File: src/pkg/receiver_recovery_pkg.sv
// Shared constants and types for the serial receive recovery block.
package receiver_recovery_pkg;

   // Register byte offsets on the Avalon-MM slave.
   localparam logic [3:0] OFF_CONTROL = 4'h0;
   localparam logic [3:0] OFF_STATUS = 4'h4;
   localparam logic [3:0] OFF_DATA = 4'h8;
   localparam logic [12:0] CONTROL_RESET = 13'h0000;

   // Control register bit positions.
   localparam int CB_RX_IE = 0;
   localparam int CB_DMA_RE = 1;
   localparam int CB_QUIET_IE = 2;
   localparam int CB_OVERRUN_IE = 3;
   localparam int CB_NOISE_IE = 4;
   localparam int CB_FRAMING_IE = 5;
   localparam int CB_PARITY_IE = 6;
   localparam int CB_STANDBY = 7;
   localparam int CB_WAKE_SEL = 8;
   localparam int CB_IDLE_START = 9;
   localparam int CB_PARITY_EN = 10;
   localparam int CB_PARITY_ODD = 11;
   localparam int CB_NINE_BIT = 12;

   // Status register bit positions.
   localparam int SB_FULL = 0;
   localparam int SB_QUIET = 1;
   localparam int SB_OVERRUN = 2;
   localparam int SB_NOISE = 3;
   localparam int SB_FRAMING = 4;
   localparam int SB_PARITY = 5;
   localparam int SB_BREAK = 6;
   localparam int SB_PROGRESS = 7;

   // Oversample tick phases, counted from zero at the first tick of a bit.
   localparam int OVERSAMPLE = 16;
   localparam logic [3:0] PH_RT3 = 4'h2;
   localparam logic [3:0] PH_RT5 = 4'h4;
   localparam logic [3:0] PH_RT7 = 4'h6;
   localparam logic [3:0] PH_RT8 = 4'h7;
   localparam logic [3:0] PH_RT9 = 4'h8;
   localparam logic [3:0] PH_RT10 = 4'h9;
   localparam logic [3:0] PH_LAST = 4'(OVERSAMPLE - 1);

   // Idle character length in bit times for 8-bit and 9-bit characters.
   localparam logic [3:0] IDLE_BITS_SHORT = 4'ha;
   localparam logic [3:0] IDLE_BITS_LONG = 4'hb;

   typedef enum logic [1:0] {
      RX_HUNT = 2'b00,
      RX_START = 2'b01,
      RX_DATA = 2'b10,
      RX_STOP = 2'b11
   } rx_state_type;

endpackage : receiver_recovery_pkg

File: src/logic/async_serial_receiver_recovery.sv
// Receive recovery, flags, standby wake-up and request gating of the serial receiver.
`timescale 1ns/1ps
module async_serial_receiver_recovery
   import receiver_recovery_pkg::*;
#(
   parameter int unsigned CLKS_PER_TICK = 1
)
(
   input wire logic clk_i,
   input wire logic rst_i,
   input wire logic [3:0] address_i,
   input wire logic read_i,
   input wire logic write_i,
   input wire logic [31:0] writedata_i,
   input wire logic [3:0] byteenable_i,
   output logic [31:0] readdata_o,
   output logic waitrequest_o,
   input wire logic serial_input_pin_i,
   input wire logic dma_read_i,
   output logic [8:0] dma_data_o,
   output logic char_done_o,
   output logic rx_irq_o,
   output logic err_irq_o,
   output logic dma_req_o
);
   rx_state_type state;
   logic [15:0] div_cnt;
   logic tick;
   logic rxd;
   logic [2:0] hist;
   logic [3:0] phase;
   logic [1:0] samp;
   logic [3:0] bit_idx;
   logic [8:0] shift;
   logic par_acc;
   logic frame_noise;
   logic vote_level;
   logic vote_noise;
   logic [3:0] idle_tick;
   logic [3:0] idle_bits;
   logic [3:0] next_idle_tick;
   logic [3:0] next_idle_bits;
   logic [12:0] ctrl;
   logic prev_wake_sel;
   logic ack;
   logic armed;
   logic receive_full_flag;
   logic line_quiet_flag;
   logic overrun_flag;
   logic noise_flag;
   logic framing_error_flag;
   logic parity_error_flag;
   logic break_seen_flag;
   logic [8:0] receive_data_register;

   // A sample is taken only at the phases the vote looks at.
   function automatic logic sample_point(input rx_state_type st, input logic [3:0] ph);
      sample_point = (ph == PH_RT8) || (ph == PH_RT9) ||
         ((st == RX_START) && ((ph == PH_RT3) || (ph == PH_RT5)));
   endfunction : sample_point

   wire logic rie = ctrl[CB_RX_IE];
   wire logic dre = ctrl[CB_DMA_RE];
   wire logic standby = ctrl[CB_STANDBY];
   wire logic wake_sel = ctrl[CB_WAKE_SEL];
   wire logic idle_count_start_select = ctrl[CB_IDLE_START];
   wire logic nine_bit = ctrl[CB_NINE_BIT];
   wire logic dma_mode = rie & dre;
   wire logic [3:0] last_bit = nine_bit ? 4'h8 : 4'h7;
   wire logic [3:0] idle_thr = nine_bit ? IDLE_BITS_LONG : IDLE_BITS_SHORT;

   // Oversample tick; with the default the block clock already runs at sixteen times the baud rate.
   assign tick = (div_cnt == 16'h0000);

   always_ff @(posedge clk_i or posedge rst_i)
   begin
      if (rst_i)
         div_cnt <= 16'h0000;
      else if (tick)
         div_cnt <= 16'(CLKS_PER_TICK - 1);
      else
         div_cnt <= div_cnt - 16'h0001;
   end

   line_sync u_sync
   (
      .clk_i(clk_i),
      .rst_i(rst_i),
      .async_i(serial_input_pin_i),
      .sync_o(rxd)
   );

   majority_vote u_vote
   (
      .samples_i({samp, rxd}),
      .level_o(vote_level),
      .noise_o(vote_noise)
   );

   wire logic at_decide = tick && (phase == PH_RT10);
   wire logic frame_done = at_decide && (state == RX_STOP);
   wire logic stop_ok = vote_level;
   wire logic char_noise = frame_noise | vote_noise;
   wire logic parity_bad = ctrl[CB_PARITY_EN] && (par_acc != ctrl[CB_PARITY_ODD]);
   wire logic is_break = (shift == 9'h000) && !stop_ok;
   wire logic addr_wake = frame_done && standby && wake_sel && shift[8];
   wire logic accept = frame_done && (!standby || addr_wake);
   wire logic idle_hit = (next_idle_bits == idle_thr) && (idle_bits != idle_thr);
   wire logic idle_wake = standby && !wake_sel &&
      ((idle_hit) || (prev_wake_sel && (idle_bits == idle_thr)));

   // Frame recovery: hunt for a falling edge after three ones, then sample each bit.
   always_ff @(posedge clk_i or posedge rst_i)
   begin
      if (rst_i)
      begin
         state <= RX_HUNT;
         hist <= 3'b000;
         phase <= 4'h0;
         samp <= 2'b00;
         bit_idx <= 4'h0;
         shift <= 9'h000;
         par_acc <= 1'b0;
         frame_noise <= 1'b0;
      end
      else if (tick)
      begin
         if (state != RX_HUNT)
            phase <= phase + 4'h1;
         if (sample_point(state, phase))
            samp <= {samp[0], rxd};
         unique case (state)
            RX_HUNT:
            begin
               hist <= {hist[1:0], rxd};
               if (!rxd && (hist == 3'b111))
               begin
                  state <= RX_START;
                  phase <= 4'h1;
                  shift <= 9'h000;
                  par_acc <= 1'b0;
                  frame_noise <= 1'b0;
               end
            end
            RX_START:
            begin
               if (phase == PH_RT7)
               begin
                  if (vote_level)
                  begin
                     state <= RX_HUNT;
                     hist <= 3'b000;
                  end
                  else if (vote_noise)
                     frame_noise <= 1'b1;
               end
               if ((phase >= PH_RT8) && (phase <= PH_RT10) && rxd)
                  frame_noise <= 1'b1;
               if (phase == PH_LAST)
               begin
                  state <= RX_DATA;
                  bit_idx <= 4'h0;
               end
            end
            RX_DATA:
            begin
               if (phase == PH_RT10)
               begin
                  shift <= {vote_level, shift[8:1]};
                  par_acc <= par_acc ^ vote_level;
                  if (vote_noise)
                     frame_noise <= 1'b1;
               end
               if (phase == PH_LAST)
               begin
                  bit_idx <= bit_idx + 4'h1;
                  if (bit_idx == last_bit)
                     state <= RX_STOP;
               end
            end
            RX_STOP:
            begin
               if (phase == PH_RT10)
               begin
                  state <= RX_HUNT;
                  hist <= stop_ok ? 3'b111 : 3'b000;
               end
            end
         endcase
      end
   end

   // Consecutive ones, counted in bit times, toward an idle character.
   always_comb
   begin
      next_idle_tick = idle_tick;
      next_idle_bits = idle_bits;
      if (tick)
      begin
         unique case (state)
            RX_HUNT:
            begin
               if (!rxd)
               begin
                  next_idle_tick = 4'h0;
                  next_idle_bits = 4'h0;
               end
               else if (idle_tick == PH_LAST)
               begin
                  next_idle_tick = 4'h0;
                  if (idle_bits != idle_thr)
                     next_idle_bits = idle_bits + 4'h1;
               end
               else
                  next_idle_tick = idle_tick + 4'h1;
            end
            RX_START:
            begin
               next_idle_tick = 4'h0;
               next_idle_bits = 4'h0;
            end
            default:
            begin
               if (phase == PH_RT10)
               begin
                  if (!vote_level || idle_count_start_select)
                     next_idle_bits = 4'h0;
                  else if (idle_bits != idle_thr)
                     next_idle_bits = idle_bits + 4'h1;
               end
            end
         endcase
      end
   end

   always_ff @(posedge clk_i or posedge rst_i)
   begin
      if (rst_i)
      begin
         idle_tick <= 4'h0;
         idle_bits <= 4'h0;
      end
      else
      begin
         idle_tick <= next_idle_tick;
         idle_bits <= next_idle_bits;
      end
   end

   // Avalon-MM slave: every access waits exactly one cycle.
   wire logic bus_req = read_i | write_i;
   wire logic bus_go = bus_req && ack;
   wire logic rd_status = bus_go && read_i && (address_i == OFF_STATUS);
   wire logic rd_data = bus_go && read_i && (address_i == OFF_DATA);
   wire logic ctrl_wr = bus_go && write_i && (address_i == OFF_CONTROL);
   assign waitrequest_o = bus_req && !ack;

   wire logic full_clr = (rd_data && (armed || dma_mode)) || dma_read_i;
   wire logic err_clr = rd_data && armed;
   wire logic overrun_now = accept && receive_full_flag && !full_clr;

   always_ff @(posedge clk_i or posedge rst_i)
   begin
      if (rst_i)
         ack <= 1'b0;
      else
         ack <= bus_req && !ack;
   end

   always_ff @(posedge clk_i or posedge rst_i)
   begin
      if (rst_i)
         armed <= 1'b0;
      else if (rd_status)
         armed <= 1'b1;
      else if (rd_data)
         armed <= 1'b0;
   end

   always_ff @(posedge clk_i or posedge rst_i)
   begin
      if (rst_i)
         readdata_o <= 32'h00000000;
      else if (read_i && !ack)
      begin
         unique case (address_i)
            OFF_CONTROL: readdata_o <= {19'h00000, ctrl};
            OFF_STATUS: readdata_o <= {24'h000000, (state != RX_HUNT), break_seen_flag, parity_error_flag,
               framing_error_flag, noise_flag, overrun_flag, line_quiet_flag, receive_full_flag};
            OFF_DATA: readdata_o <= {23'h000000, receive_data_register};
            default: readdata_o <= 32'h00000000;
         endcase
      end
   end

   // Software wins over a same-cycle wake-up clear of the standby bit.
   always_ff @(posedge clk_i or posedge rst_i)
   begin
      if (rst_i)
         ctrl <= CONTROL_RESET;
      else
      begin
         if (addr_wake || idle_wake)
            ctrl[CB_STANDBY] <= 1'b0;
         if (ctrl_wr && byteenable_i[0])
            ctrl[7:0] <= writedata_i[7:0];
         if (ctrl_wr && byteenable_i[1])
            ctrl[12:8] <= writedata_i[12:8];
      end
   end

   always_ff @(posedge clk_i or posedge rst_i)
   begin
      if (rst_i)
         prev_wake_sel <= 1'b0;
      else
         prev_wake_sel <= wake_sel;
   end

   // An overrun leaves the older character in place.
   always_ff @(posedge clk_i or posedge rst_i)
   begin
      if (rst_i)
         receive_data_register <= 9'h000;
      else if (accept && !overrun_now)
         receive_data_register <= nine_bit ? shift : {1'b0, shift[8:1]};
   end

   // Flags: a setting event always beats a clear in the same cycle.
   always_ff @(posedge clk_i or posedge rst_i)
   begin
      if (rst_i)
      begin
         receive_full_flag <= 1'b0;
         line_quiet_flag <= 1'b0;
         overrun_flag <= 1'b0;
         noise_flag <= 1'b0;
         framing_error_flag <= 1'b0;
         parity_error_flag <= 1'b0;
         break_seen_flag <= 1'b0;
      end
      else
      begin
         receive_full_flag <= accept | (receive_full_flag & !full_clr);
         line_quiet_flag <= (idle_hit && !standby) | (line_quiet_flag & !err_clr);
         overrun_flag <= overrun_now | (overrun_flag & !err_clr);
         noise_flag <= (accept && char_noise) | (noise_flag & !err_clr);
         framing_error_flag <= (accept && !stop_ok) | (framing_error_flag & !err_clr);
         parity_error_flag <= (accept && parity_bad) | (parity_error_flag & !err_clr);
         break_seen_flag <= (accept && is_break) | (break_seen_flag & !err_clr);
      end
   end

   always_ff @(posedge clk_i or posedge rst_i)
   begin
      if (rst_i)
         char_done_o <= 1'b0;
      else
         char_done_o <= accept;
   end

   assign dma_data_o = receive_data_register;

   // Request gating; standby silences the receiver's requests of every kind.
   assign dma_req_o = !standby && dma_mode && receive_full_flag;
   assign rx_irq_o = !standby && !dre && ((rie && receive_full_flag) ||
      (ctrl[CB_QUIET_IE] && line_quiet_flag));
   assign err_irq_o = !standby && ((ctrl[CB_OVERRUN_IE] && overrun_flag) || (ctrl[CB_NOISE_IE] && noise_flag) ||
      (ctrl[CB_FRAMING_IE] && framing_error_flag) || (ctrl[CB_PARITY_IE] && parity_error_flag));
endmodule : async_serial_receiver_recovery

File: src/logic/line_sync.sv
// Two-stage synchroniser for the serial input line.
`timescale 1ns/1ps
module line_sync
(
   input wire logic clk_i,
   input wire logic rst_i,
   input wire logic async_i,
   output logic sync_o
);
   logic stage_one;

   // The line idles high, so both stages reset to one to avoid a false start edge.
   always_ff @(posedge clk_i or posedge rst_i)
   begin
      if (rst_i)
      begin
         stage_one <= 1'b1;
         sync_o <= 1'b1;
      end
      else
      begin
         stage_one <= async_i;
         sync_o <= stage_one;
      end
   end

endmodule : line_sync

File: src/logic/majority_vote.sv
// Three-sample majority vote with noise indication.
`timescale 1ns/1ps
module majority_vote
(
   input wire logic [2:0] samples_i,
   output logic level_o,
   output logic noise_o
);
   always_comb
   begin
      level_o = (samples_i[0] & samples_i[1]) | (samples_i[0] & samples_i[2]) | (samples_i[1] & samples_i[2]);
      noise_o = (samples_i != 3'b000) && (samples_i != 3'b111);
   end

endmodule : majority_vote

File: config.mk
export PLATFORM = sky130hd
export DESIGN_NAME = async_serial_receiver_recovery
export DESIGN_NICKNAME = d
export VERILOG_FILES = /design/src/pkg/receiver_recovery_pkg.sv /design/src/logic/async_serial_receiver_recovery.sv /design/src/logic/line_sync.sv /design/src/logic/majority_vote.sv
export SDC_FILE = /design/constraint.sdc
export NUM_CORES = 1
export LEC_CHECK = 0
export ABC_AREA = 1
export BUFFER_PORTS_ARGS = -buffer_cell sky130_fd_sc_hd__buf_2
export CAP_MARGIN = 10
export CORE_MARGIN = 2
export CORE_UTILIZATION = 51
export CTS_CLUSTER_SIZE = 24
export DETAILED_ROUTE_END_ITERATION = 10
export GPL_ROUTABILITY_DRIVEN = 0
export GPL_TIMING_DRIVEN = 0
export MAX_ROUTING_LAYER = met4
export PLACE_DENSITY = 0.83
export SLEW_MARGIN = 10
export SYNTH_ARGS = -nofsm -noshare
export SYNTH_HDL_FRONTEND = slang
export SYNTH_HIERARCHICAL = 1
export SYNTH_SLANG_ARGS = --single-unit
export TNS_END_PERCENT = 20
File: constraint.sdc
create_clock -name clk_i -period 2.7 [get_ports clk_i]
set_input_delay 0.27 -clock clk_i [delete_from_list [all_inputs] [get_ports clk_i]]
set_output_delay 0.27 -clock clk_i [all_outputs]
set_load 0.05 [all_outputs]
==> impl_metrics.yaml <==
clock_network:
  clk_pin_slew_worst_paths_ns: 0.09
  cts_max_level: 3
  cts_tree: "built"
  clock_latency_ns: 0.39
  cts_root_buffer: "clkbuf_8"
  clk_path_buf_depth: 2
  postCtsSetupBuffers: 0
  cts_sinks: 98
  cts_made_buffers: 9
sta:
  worstMarginPinSlew_ns: 0.787
  finalMaxSlewViolations: 0
  whs_ns: 0.0832
  maxSlewHeadroom_pct: 47.4
  hold_viol: 0
  setup_tns_ns: 0
  fin_worst_skew_ns: 0.0130
  setup_viol: 0
  fin_crit_sh_pct: 87.6
  period_needed_ns: 2.36
  rsz0062_at_grt: "no"
  clock.fmax_mhz: 423
logic_synthesis:
  syn_inst: 611
  yosysUniqueCellTypes: 45
  synth_top_area_share_pct: 45.9
  yosysMostFrequentCell: "nand2_1"
  synth_edf_count: 0
  yosys-top-cells-count: "nand2_1, dfrtp_1, inv_1"
  ys_seq_area_share_pct: 46.9
  async_reset_ff_share_pct: 100
  yosysTopAreaCell: "dfrtp_1"
  ys_seq_elements: 98
  synth_area_per_cell_um2: 8.56
  ys.flop_type: "dfrtp_1"
  synth_area_mm2: 0.00523
  ys_warn_count: 6
  ys_top_cells_by_area: "dfrtp_1, nand2_1, inv_1"
critical_path:
  path_buf_inv: 1
  critPathMaxStageDelay_ns: 0.64
  path_delay_family: "simple AND/OR/NAND/NOR gates"
  r2r_slack_ns: 0.34
  crit_top_cell: "nand2_1"
  cp.required_ns: 2.98
  critPathSlowestCell: "dfstp_2"
  cp_max_fo: 8
  critPathCaptureType: "flop"
  crit_chain: "nand2_1 -> a21oi_2 -> inv_1 -> nor2_1 -> nand2_1 -> o21ai_1 -> nand2_2 -> o21ai_2 -> nand2_1 -> nor2_1 -> nand2_1 -> nand2_1 -> nand2_1 -> nand2_1 -> nand2_1"
  crit_type: "flop to flop"
  critPathArrivalTime_ns: 2.64
  critPathLaunchType: "flop"
cells_and_area:
  fill_cells: 831
  design_area_mm2: 0.00601
  layout.nets: 754
  area_growth_pct: 14.9
  drive_above_1_share_pct: 20.4
  diodes: 0
route:
  first_iter_violations: 410
  firstDrtPassIters: 5
  route.antenna.remaining_nets: 0
  wl_mm: 11.8
  dr_total_vias: 4440
  wl_per_cell_um: 14.1
  via_per_inst: 5.33
  drt_drc_violations_left: 0
placement:
  placed_area_mm2: 0.00576
  hpwl_mm: 8.76
  port_buffers: 51
global_route:
  grt_pass1_vias: 4412
  grt-ovfl-total: 0
  antenna_found_initial: 0
  grt_first_pass_wirelength_mm: 20.0
  grt_usage_pct: 23.3
  grt_use_met2_pct: 37.8
  grt.met3_usage_pct: 5.69
  gr-usage-met1_pct: 27.6
  busiest_layer: "met2"
  grt_start_max_net_pins: 38
pwr:
  ir_drop_v: 0.000461
  powerDensity_mw_per_mm2: 813
  power.leakage_nw: 3.18
floorplan:
  num_rows: 36
  die_w_um: 105
  fp.dieH_um: 105
  ios: 92
  die-area_mm2: 0.0111
  coreArea_mm2: 0.00986
  start_util_pct: 53.0
status:
  outcome: "complete, no violations"
min_path:
  hold_path.class: "input port to flop"
run:
  cap_violations: 0
worst reg2reg max path: cells and delay by family, from the launching register on:
| kind | cells | cell delay [ns] |
|---|---|---|
| buffers and inverters | 1 | 0.15 |
| flip-flops | 1 | 0.64 |
| AND/OR/NAND/NOR | 11 | 0.90 |
| AO/OA/AOI/OAI | 3 | 0.57 |
state kept, by name, summed over array words and instances, names as in the netlist, 2 cells and up, named ones only:
| name | flops |
|---|---|
| ctrl | 13 |
| idle_bits | 4 |
| shift | 9 |
| dma_data_o | 9 |
| bit_idx | 4 |
| hist | 3 |
| phase | 4 |
| div_cnt | 16 |
| readdata_o | 13 |
| idle_tick | 4 |
| samp | 2 |
cell type report:
cell class / count / area, µm² / area share [%]
flip-flops and latches: 98 / 2450 / 40.8
multi-input cells: 421 / 2340 / 39.0
repair buffers: 55 / 315 / 5.24
inverters: 81 / 308 / 5.12
plain buffers: 29 / 199 / 3.31
well taps: 133 / 166 / 2.77
clock buffers: 9 / 124 / 2.06
clock inverters: 7 / 100 / 1.66
kinds of logic (layout without fill, tap and decap cells):
group	count (synthesis)	after routing	share of synthesized area (%)
compound gates	118	118	14.5
xor+xnor	12	12	2.01
fa+ha+maj	13	13	3.11
buf+inv	110	181	9.62
flops	98	98	46.9
mux	10	10	1.96
other cells	1	19	0.0717
simple gates	249	249	21.8
routing by layer:
layer / wire length (µm) / vias to the layer above
li1: - / 2147
met1: 4960 / 2105
met2: 5740 / 164
met3: 780 / 24
met4: 263 / 0
met5: 0 / -
stage by stage:
stage          power, mW  worst slack (ns)  utilization [%]  instances
2_1_floorplan       3.38             0.703                -        629
3_3_place_gp        3.71             0.305             58.0        813
3_5_place_dp        3.81             0.206             58.4        815
4_1_cts             4.89             0.208             60.9        833
5_1_grt             5.25             0.111             60.9        833
6_report            4.89             0.335             60.9        833
power by group:
part           switching (mW)  total, mW  internal [mW]  leakage, nW
logic                    1.26       1.87          0.605         1.81
clock network           0.543       1.07          0.529        0.108
registers               0.222       1.95           1.72         1.26
layout by cell type, fill, tap and decap left out, types with 3 or more instances in the layout:
cell / netlist / final
nand2_1: 118 / 118
dfrtp_1: 96 / 96
inv_1: 74 / 73
nor2_1: 64 / 64
buf_2: 3 / 54
o21ai_0: 32 / 32
a21oi_1: 32 / 31
nand3_1: 24 / 24
buf_4: 19 / 19
conb_1: 1 / 19
ha_1: 13 / 13
o21ai_2: 12 / 12
o22ai_1: 10 / 10
a32o_1: 9 / 9
clkbuf_8: 0 / 9
nor3_1: 8 / 8
mux2i_1: 8 / 8
nor2_2: 7 / 7
inv_2: 7 / 7
xor2_1: 7 / 7
nand2_2: 6 / 6
nand4_1: 6 / 6
o31ai_1: 6 / 6
a221oi_1: 6 / 6
clkbuf_1: 5 / 5
xnor2_1: 5 / 5
nor2_4: 4 / 4
nor4_1: 4 / 4
clkinvlp_4: 0 / 3
path summary, 6_finish.rpt:
path,endpoint,start,depth (start not counted)
setup / recovery,ctrl[7],u_sync/sync_o,15
hold / removal,ctrl[5],writedata_i[5],3
setup reg to reg,ctrl[7],u_sync/sync_o,15
hold reg to reg,u_sync/sync_o,u_sync/stage_one,0
max in group asynchronous,ctrl[3],rst_i,5
min in group asynchronous,u_sync/stage_one,rst_i,3
timing repair:
item | 4_1_cts | 5_1_grt
hold buffers | 2 | 0
setup endpoints to repair | 0 | 1
gates resized for setup | 0 | 1
endpoints found under the hold margin | 3 | 0
Note: power is estimated with default switching activity, not from simulation.
